## src/hdl/cctu_map.svh

```systemverilog
`ifndef CCTU_MAP_SVH
`define CCTU_MAP_SVH

`define CCTU_ADDR_W        3
`define CCTU_ADR_CONTROL   3'h0
`define CCTU_ADR_CMP_LOW   3'h1
`define CCTU_ADR_CMP_HIGH  3'h2
`define CCTU_ADR_IRQ_EN    3'h3
`define CCTU_ADR_IRQ_FLAGS 3'h4
`define CCTU_ADR_TMR_LOW   3'h5
`define CCTU_ADR_TMR_HIGH  3'h6
`define CCTU_ADR_TMR_CTRL  3'h7

`define CCTU_MODE_LSB      0
`define CCTU_MODE_MSB      3
`define CCTU_DUTY_LSB      4
`define CCTU_DUTY_MSB      5
`define CCTU_FLAG_BIT      0
`define CCTU_TCTL_ON_BIT   0
`define CCTU_TCTL_EXT_BIT  1
`define CCTU_TCTL_OVF_BIT  7

`define CCTU_MODE_OFF      4'h0
`define CCTU_MODE_TOGGLE   4'h2
`define CCTU_MODE_CAP_FALL 4'h4
`define CCTU_MODE_CAP_RISE 4'h5
`define CCTU_MODE_CAP_4TH  4'h6
`define CCTU_MODE_CAP_16TH 4'h7
`define CCTU_MODE_SET      4'h8
`define CCTU_MODE_CLEAR    4'h9
`define CCTU_MODE_SWI      4'ha
`define CCTU_MODE_SPECIAL  4'hb

`define CCTU_PRE_4TH_LAST  4'h3
`define CCTU_PRE_16TH_LAST 4'hf
`define CCTU_INSTR_DIV_LAST 2'h3

`define CCTU_RST_BYTE      8'h00
`define CCTU_RST_WORD      16'h0000

`endif

```

## src/hdl/cctu_pkg.sv

```systemverilog
package cctu_pkg;

	typedef logic [7:0]  cctu_byte_t;
	typedef logic [15:0] cctu_word_t;
	typedef logic [2:0]  cctu_addr_t;

	typedef enum logic [2:0] {
		CCTU_ACT_OFF,
		CCTU_ACT_CAPTURE,
		CCTU_ACT_TOGGLE,
		CCTU_ACT_SET,
		CCTU_ACT_CLEAR,
		CCTU_ACT_SWI,
		CCTU_ACT_SPECIAL
	} cctu_act_t;

endpackage

```

## src/hdl/cctu_unit.sv

```systemverilog
// Added by the designer: strobed register access and the register offsets.
`timescale 1ns/10ps
`include "cctu_map.svh"

module cctu_unit (
	input  wire logic               mclk,
	input  wire logic               rst,
	input  wire cctu_pkg::cctu_addr_t addr,
	input  wire cctu_pkg::cctu_byte_t wdata,
	input  wire logic               wr_stb,
	input  wire logic               rd_stb,
	output cctu_pkg::cctu_byte_t    rdata,
	input  wire logic               unit_pin_in,
	output logic                    unit_pin_out,
	output logic                    unit_pin_oe,
	input  wire logic               timer_ext_clock_input,
	input  wire logic               sleep_active,
	input  wire logic               adc_enabled,
	output logic                    adc_start,
	output logic                    special_event_trigger,
	output logic                    unit_interrupt_flag,
	output logic                    timer_overflow_flag,
	output logic                    wake_request
);
	import cctu_pkg::*;

	// Mode decode, shared by prescaler, compare and pin logic
	function automatic cctu_act_t decode_mode(input logic [3:0] m);
		case (m)
			`CCTU_MODE_CAP_FALL,
			`CCTU_MODE_CAP_RISE,
			`CCTU_MODE_CAP_4TH,
			`CCTU_MODE_CAP_16TH: decode_mode = CCTU_ACT_CAPTURE;
			`CCTU_MODE_TOGGLE:   decode_mode = CCTU_ACT_TOGGLE;
			`CCTU_MODE_SET:      decode_mode = CCTU_ACT_SET;
			`CCTU_MODE_CLEAR:    decode_mode = CCTU_ACT_CLEAR;
			`CCTU_MODE_SWI:      decode_mode = CCTU_ACT_SWI;
			`CCTU_MODE_SPECIAL:  decode_mode = CCTU_ACT_SPECIAL;
			default:             decode_mode = CCTU_ACT_OFF;
		endcase
	endfunction

	cctu_byte_t unit_control_reg;
	cctu_word_t compare_value_reg;
	cctu_byte_t irq_enable_reg;
	logic       unit_flag_reg;
	cctu_word_t timer_count_reg;
	logic       timer_on_reg;
	logic       timer_ext_sel_reg;
	logic       timer_ovf_reg;
	cctu_byte_t rdata_reg;
	logic [3:0] prescale_reg;
	logic [1:0] instr_div_reg;
	logic       compare_latch_reg;
	logic       match_prev_reg;
	logic       reset_pending_reg;
	logic       trigger_reg;
	logic       adc_start_reg;
	logic       wake_reg;
	logic       pin_oe_reg;
	logic       pin_sync1_reg;
	logic       pin_sync2_reg;
	logic       pin_last_reg;
	logic       ext_sync1_reg;
	logic       ext_sync2_reg;
	logic       ext_last_reg;

	logic [3:0] mode;
	cctu_act_t  act;
	logic       wr_ctrl;
	logic       wr_flags;
	logic       pin_rise;
	logic       pin_fall;
	logic       ext_rise;
	logic       instr_tick;
	logic       timer_tick;
	logic       match_now;
	logic       match_event;
	logic       capture_event;
	logic       timer_clear;
	logic       timer_wrap;

	assign mode     = unit_control_reg[`CCTU_MODE_MSB:`CCTU_MODE_LSB];
	assign act      = decode_mode(mode);
	assign wr_ctrl  = wr_stb && (addr == `CCTU_ADR_CONTROL);
	assign wr_flags = wr_stb && (addr == `CCTU_ADR_IRQ_FLAGS);

	// Pin and external clock synchronisers
	always_ff @(posedge mclk or posedge rst) begin
		if (rst) begin
			pin_sync1_reg <= 1'b0;
			pin_sync2_reg <= 1'b0;
			pin_last_reg  <= 1'b0;
		end else begin
			pin_sync1_reg <= unit_pin_in;
			pin_sync2_reg <= pin_sync1_reg;
			pin_last_reg  <= pin_sync2_reg;
		end
	end

	always_ff @(posedge mclk or posedge rst) begin
		if (rst) begin
			ext_sync1_reg <= 1'b0;
			ext_sync2_reg <= 1'b0;
			ext_last_reg  <= 1'b0;
		end else begin
			ext_sync1_reg <= timer_ext_clock_input;
			ext_sync2_reg <= ext_sync1_reg;
			ext_last_reg  <= ext_sync2_reg;
		end
	end

	assign pin_rise = pin_sync2_reg && !pin_last_reg;
	assign pin_fall = !pin_sync2_reg && pin_last_reg;
	assign ext_rise = ext_sync2_reg && !ext_last_reg;

	// Instruction-rate tick; this source is halted while asleep
	always_ff @(posedge mclk or posedge rst) begin
		if (rst) begin
			instr_div_reg <= 2'h0;
		end else if (!sleep_active) begin
			instr_div_reg <= instr_div_reg + 2'h1;
		end
	end

	assign instr_tick = !sleep_active && (instr_div_reg == `CCTU_INSTR_DIV_LAST);
	// External source keeps ticking through sleep
	assign timer_tick = timer_on_reg && (timer_ext_sel_reg ? ext_rise : instr_tick);

	// Compare and special event
	assign match_now   = (timer_count_reg == compare_value_reg);
	// First cycle of equality only, so a held match acts once
	assign match_event = match_now && !match_prev_reg;
	assign timer_clear = reset_pending_reg && timer_tick && match_now;
	// A special event clear is not a wrap and leaves the overflow flag alone
	assign timer_wrap  = timer_tick && !timer_clear && (timer_count_reg == 16'hffff);

	always_ff @(posedge mclk or posedge rst) begin
		if (rst) begin
			match_prev_reg <= 1'b0;
		end else begin
			match_prev_reg <= match_now;
		end
	end

	// Prescaler counter and capture event
	always_ff @(posedge mclk or posedge rst) begin
		if (rst) begin
			prescale_reg <= 4'h0;
		end else if (act != CCTU_ACT_CAPTURE) begin
			prescale_reg <= 4'h0;
		end else if (pin_rise) begin
			// Not cleared on a capture-to-capture change, so a stale
			// count can fire early
			prescale_reg <= prescale_reg + 4'h1;
		end
	end

	always_comb begin
		capture_event = 1'b0;
		if (act == CCTU_ACT_CAPTURE) begin
			case (mode)
				`CCTU_MODE_CAP_FALL:  capture_event = pin_fall;
				`CCTU_MODE_CAP_RISE:  capture_event = pin_rise;
				`CCTU_MODE_CAP_4TH:
					// Only the low two bits count here; the top bits may hold a stale count
					capture_event = pin_rise
						&& ({2'h0, prescale_reg[1:0]} == `CCTU_PRE_4TH_LAST);
				`CCTU_MODE_CAP_16TH:
					capture_event = pin_rise && (prescale_reg == `CCTU_PRE_16TH_LAST);
				default: capture_event = 1'b0;
			endcase
		end
	end

	// Control register; a write of zero switches the unit off
	always_ff @(posedge mclk or posedge rst) begin
		if (rst) begin
			unit_control_reg <= `CCTU_RST_BYTE;
		end else if (wr_ctrl) begin
			unit_control_reg <= {2'h0, wdata[5:0]};
		end
	end

	always_ff @(posedge mclk or posedge rst) begin
		if (rst) begin
			irq_enable_reg <= `CCTU_RST_BYTE;
		end else if (wr_stb && addr == `CCTU_ADR_IRQ_EN) begin
			irq_enable_reg <= {7'h00, wdata[`CCTU_FLAG_BIT]};
		end
	end

	// Compare value pair; captures overwrite unread data
	always_ff @(posedge mclk or posedge rst) begin
		if (rst) begin
			compare_value_reg <= `CCTU_RST_WORD;
		end else if (capture_event) begin
			compare_value_reg <= timer_count_reg;
		end else if (wr_stb && addr == `CCTU_ADR_CMP_LOW) begin
			compare_value_reg[7:0] <= wdata;
		end else if (wr_stb && addr == `CCTU_ADR_CMP_HIGH) begin
			compare_value_reg[15:8] <= wdata;
		end
	end

	// Unit flag: hardware set beats a software clear
	always_ff @(posedge mclk or posedge rst) begin
		if (rst) begin
			unit_flag_reg <= 1'b0;
		end else if (capture_event) begin
			unit_flag_reg <= 1'b1;
		end else if (match_event && act != CCTU_ACT_CAPTURE && act != CCTU_ACT_OFF) begin
			unit_flag_reg <= 1'b1;
		end else if (wr_flags) begin
			unit_flag_reg <= wdata[`CCTU_FLAG_BIT];
		end
	end

	// Timer count
	always_ff @(posedge mclk or posedge rst) begin
		if (rst) begin
			timer_count_reg <= `CCTU_RST_WORD;
		end else if (wr_stb && addr == `CCTU_ADR_TMR_LOW) begin
			timer_count_reg[7:0] <= wdata;
		end else if (wr_stb && addr == `CCTU_ADR_TMR_HIGH) begin
			timer_count_reg[15:8] <= wdata;
		end else if (timer_clear) begin
			timer_count_reg <= `CCTU_RST_WORD;
		end else if (timer_tick) begin
			timer_count_reg <= timer_count_reg + 16'h0001;
		end
	end

	always_ff @(posedge mclk or posedge rst) begin
		if (rst) begin
			timer_on_reg      <= 1'b0;
			timer_ext_sel_reg <= 1'b0;
		end else if (wr_stb && addr == `CCTU_ADR_TMR_CTRL) begin
			timer_on_reg      <= wdata[`CCTU_TCTL_ON_BIT];
			timer_ext_sel_reg <= wdata[`CCTU_TCTL_EXT_BIT];
		end
	end

	// Overflow flag set only by a real wrap or a software write of timer control bit 7
	always_ff @(posedge mclk or posedge rst) begin
		if (rst) begin
			timer_ovf_reg <= 1'b0;
		end else if (timer_wrap) begin
			timer_ovf_reg <= 1'b1;
		end else if (wr_stb && addr == `CCTU_ADR_TMR_CTRL) begin
			timer_ovf_reg <= wdata[`CCTU_TCTL_OVF_BIT];
		end
	end

	// Pending timer reset after a special event trigger
	// Dropped when the match goes away before the next timer tick
	always_ff @(posedge mclk or posedge rst) begin
		if (rst) begin
			reset_pending_reg <= 1'b0;
		end else if (act != CCTU_ACT_SPECIAL || !match_now) begin
			reset_pending_reg <= 1'b0;
		end else if (timer_tick) begin
			reset_pending_reg <= 1'b0;
		end else if (match_event) begin
			reset_pending_reg <= 1'b1;
		end
	end

	// One-cycle pulses, launched with the unit flag
	always_ff @(posedge mclk or posedge rst) begin
		if (rst) begin
			trigger_reg   <= 1'b0;
			adc_start_reg <= 1'b0;
		end else begin
			trigger_reg   <= (act == CCTU_ACT_SPECIAL) && match_event;
			adc_start_reg <= (act == CCTU_ACT_SPECIAL) && match_event && adc_enabled;
		end
	end

	// Compare output latch and pin ownership
	always_ff @(posedge mclk or posedge rst) begin
		if (rst) begin
			compare_latch_reg <= 1'b0;
		end else if (wr_ctrl && wdata == 8'h00) begin
			compare_latch_reg <= 1'b0;
		end else if (match_event) begin
			case (act)
				CCTU_ACT_TOGGLE: compare_latch_reg <= !compare_latch_reg;
				CCTU_ACT_SET:    compare_latch_reg <= 1'b1;
				CCTU_ACT_CLEAR:  compare_latch_reg <= 1'b0;
				default:         compare_latch_reg <= compare_latch_reg;
			endcase
		end
	end

	always_ff @(posedge mclk or posedge rst) begin
		if (rst) begin
			pin_oe_reg <= 1'b0;
		end else begin
			// Pin released in capture, interrupt-only and trigger modes
			pin_oe_reg <= (act == CCTU_ACT_TOGGLE) || (act == CCTU_ACT_SET)
				|| (act == CCTU_ACT_CLEAR);
		end
	end

	// Capture while asleep asks for wake-up
	always_ff @(posedge mclk or posedge rst) begin
		if (rst) begin
			wake_reg <= 1'b0;
		end else begin
			wake_reg <= capture_event && sleep_active;
		end
	end

	// Register read, data one cycle after the strobe
	always_ff @(posedge mclk or posedge rst) begin
		if (rst) begin
			rdata_reg <= `CCTU_RST_BYTE;
		end else if (rd_stb) begin
			case (addr)
				`CCTU_ADR_CONTROL:   rdata_reg <= unit_control_reg;
				`CCTU_ADR_CMP_LOW:   rdata_reg <= compare_value_reg[7:0];
				`CCTU_ADR_CMP_HIGH:  rdata_reg <= compare_value_reg[15:8];
				`CCTU_ADR_IRQ_EN:    rdata_reg <= irq_enable_reg;
				`CCTU_ADR_IRQ_FLAGS: rdata_reg <= {7'h00, unit_flag_reg};
				`CCTU_ADR_TMR_LOW:   rdata_reg <= timer_count_reg[7:0];
				`CCTU_ADR_TMR_HIGH:  rdata_reg <= timer_count_reg[15:8];
				`CCTU_ADR_TMR_CTRL:
					rdata_reg <= {timer_ovf_reg, 5'h00, timer_ext_sel_reg, timer_on_reg};
				default:             rdata_reg <= `CCTU_RST_BYTE;
			endcase
		end else begin
			rdata_reg <= `CCTU_RST_BYTE;
		end
	end

	assign rdata                 = rdata_reg;
	assign unit_pin_out          = compare_latch_reg;
	assign unit_pin_oe           = pin_oe_reg;
	assign adc_start             = adc_start_reg;
	assign special_event_trigger = trigger_reg;
	assign unit_interrupt_flag   = unit_flag_reg;
	assign timer_overflow_flag   = timer_ovf_reg;
	assign wake_request          = wake_reg;

endmodule

```

## config.mk

```make
export PLATFORM = sky130hd
export DESIGN_NAME = cctu_unit
export DESIGN_NICKNAME = d
export VERILOG_FILES = /design/src/hdl/cctu_pkg.sv /design/src/hdl/cctu_unit.sv
export VERILOG_INCLUDE_DIRS = /design/src /design/src/hdl
export SDC_FILE = /design/constraint.sdc
export NUM_CORES = 1
export LEC_CHECK = 0
export ABC_AREA = 1
export BUFFER_PORTS_ARGS = -buffer_cell sky130_fd_sc_hd__buf_2
export CORE_MARGIN = 1.5
export CORE_UTILIZATION = 55
export DETAILED_ROUTE_END_ITERATION = 7
export PLACE_DENSITY = 0.71
export SETUP_SLACK_MARGIN = 0.2
export SYNTH_ARGS = -nofsm -noshare
export SYNTH_HDL_FRONTEND = slang
export SYNTH_SLANG_ARGS = --single-unit
```

## constraint.sdc

```tcl
create_clock -name mclk -period 4.8 [get_ports mclk]
set_input_delay 0.24 -clock mclk [delete_from_list [all_inputs] [get_ports mclk]]
set_output_delay 0.24 -clock mclk [all_outputs]
set_load 0.02 [all_outputs]
```

==> impl_results.md <==
- Status: complete, no violations
- Max-Slew Margin vs Limit: 0.251
- Share of cells above drive strength 1: 0.117
- Reg area: between 1500 and 2000 um2
- Clk sinks: 70
- Final Hold Viols: 0
- Worst hold path type: in -> reg
- Ys Warns: 0
- Final nets: 655
- WS Path Type: reg -> reg
- Most used DFF post-synth: dfrtp_1
- Port Buf Inserts: 33
- First-pass GRT wire length: 19.4 mm
- Commonest non-fill, non-tap cells in the layout: nand2_1, nand3_1, inv_1
- Wire per inst: between 15 and 20 um
- Footprint of the multi-input gates: 2090 um2
- Leak Pwr: between 2 and 2.5 nW
- CP arrival: just under 3 ns
- Tcrit/Tclk final: 0.558
- Worst R2R Setup Slack: 2.12 ns
- Initial antenna violation count: 0
- TritonCTS Buffers: 9
- Area growth, synth to finish: 10.7%
- TritonCTS clock tree: done
- RSZ-0062 raised after global routing: no
- Post-cts repair resize count: 0
- Largest net degree at the start of global routing: 71
- Rows: 31
- CTS clk-pin slew, worst paths: approximately 0.070 ns
- Drt drc: 0
- Vias in the first global route: between 3k and 4k
- Final Worst Setup Slack: 2.12 ns
- Latest clock arrival within the worst-skew pair: around 0.35 ns
- Chip height: roughly 91 um
- Post-synth EDFFs: 0
- Slew Viols, Final: 0
- Global Route Usage Sum: 0.303
- PwrDens: 485 nW/um2
- Max clock buf depth: 2
- First-pass iteration count of the detailed router: 5
- Max-Cap Viols: 0
- Sequential share of the synthesized area: 0.416
- Worst-margin pin slew: 1.12 ns
- Skew final: between 0.009 and 0.01 ns
- Post-CTS Setup Inserts: 0
- Most common cell after layout, fill and taps aside: nand2_1
- Post-synth cell types: 38
- Post-route ant nets: 0
- Root buf cell: clkbuf_8
- DP Wirelength: about 8.6 mm
- Iteration-0 DRC Markers: roughly 460
- Setup_tns: 0 ns
- Post-DP Area: 4460 um2
- Synthesized area per cell: roughly 7.1 um2
- Detailed Route WL: about 12 mm
- VDD IR-drop max: just under 300 uV
- Crit. End Element: flop
- Asr flop ratio synth: 1.00
- Vias per cell: ~5.7
- Core footprint: about 7300 um2
- Vias: between 4k and 5k
- Ant diodes: 0
- Yosys reg bits: 70
- # IOs: 34
- Period minus WS final: around 2.7 ns
- Post-route cell area: about 4700 um2
- Overflow after GRT: 0
- Max FO, Critical Path: 34
- Total power draw: approximately 2.3 mW
- CP required: 5.02 ns
- Die area: 8200 um2
- Pre-CTS WS: around 2.3 ns
- Die Wd: a little over 90 um
- Gpl congestion: between 0.9 and 1
- H-tree depth: 3
- Startpoint types: flop
- Number of fill cells: 696
- Mapped cell area: between 4000 and 5000 um2
- Initial Util: 0.575
- Syn Inst Count: about 600
- Syn nets: about 620
- Max Clk Rate: ~0.37 GHz
- Final setup violation count: 0
## worst max-delay path, stage by stage, from the launching register on
cell and delay (ns):
dfrtp_1 0.42, inv_1 0.19, ha_1 0.20, nor3b_1 0.18, nor2_1 0.07, nand2_2 0.28, nand2_1 0.75, nand3_1 0.35
nand3_1 0.10
## cells by family (layout without fill, tap and decap cells)
logic type,Yosys count,count (layout),share of synthesized area
buffers and inverters,96,136,0.0894
xor gates and xnor gates,7,7,0.0145
AOI/OAI and AO/OA,82,82,0.116
adders and majority gates,8,8,0.0238
DFF,70,70,0.416
and+or+nand+nor,329,329,0.341
## cell type report
| class | count | share of cell area |
|---|---|---|
| Clock inverter | 6 | 0.0137 |
| Timing Repair Buffer | 37 | 0.0429 |
| Sequential cell | 70 | 0.375 |
| Clock buffer | 9 | 0.0265 |
| Inverter | 84 | 0.0681 |
| Tap cell | 99 | 0.0265 |
| Multi-Input combinational cell | 426 | 0.447 |
## cell usage after synthesis, types with 2 or more instances
master    count  area, um2
a21oi_4       2       32.5
a21oi_1      36        180
dfrtp_1      70       1750
buf_2         5       25.0
inv_1        75        282
a211oi_1      2       15.0
ha_1          8        100
a21oi_2       5       43.8
clkbuf_1      5       18.8
nand4_1       5       31.3
nand2_1     150        563
o21ai_0      18       90.1
nor3_1        3       15.0
o22ai_1      10       62.6
xor2_1        6       52.6
nand3_1      99        495
o21a_1        2       15.0
nand2_2       2       12.5
inv_2         8       30.0
nor2_1       62        233
a31oi_1       2       12.5
## final timing paths
check                               startpoint                    to  cells past startpoint
max                        unit_control_reg[0]  compare_value_reg[5]                      8
min                               sleep_active      instr_div_reg[0]                      2
max reg2reg                unit_control_reg[0]  compare_value_reg[5]                      8
min reg2reg                      pin_sync1_reg         pin_sync2_reg                      0
max in group asynchronous                  rst    timer_count_reg[7]                      3
min in group asynchronous                  rst              rdata[7]                      3
## through the flow
stage | hold slack (ns) | cells | utilization
after floorplan | 0.271 | 592 | -
after global placement | 0.333 | 714 | 0.608
after detailed placement | 0.348 | 714 | 0.608
after CTS | 0.00301 | 730 | 0.635
after global routing | 0.118 | 731 | 0.637
final | 0.113 | 731 | 0.637
## power breakdown
group          internal, mW  switching [mW]  leakage (nW)  total (mW)
registers             0.752           0.224         0.862       0.976
logic                 0.300           0.520          1.54       0.820
clock network         0.236           0.230        0.0911       0.466
total                  1.29           0.973          2.49        2.26
## metal layers
layer / GRT usage / vias to the layer above / part of all wire
met5: 0 / - / 0
met4: 0.111 / 0 / 0.030
met3: 0.0589 / 32 / 0.082
met2: 0.472 / 199 / 0.46
met1: 0.419 / 1949 / 0.43
li1: - / 1991 / -
## what timing repair did
action                     in CTS  in global routing
setup endpoints to repair       0                  0
hold buffers                    1                  1
hold endpoints to repair        1                  1
(Power assumes the default switching activity.)
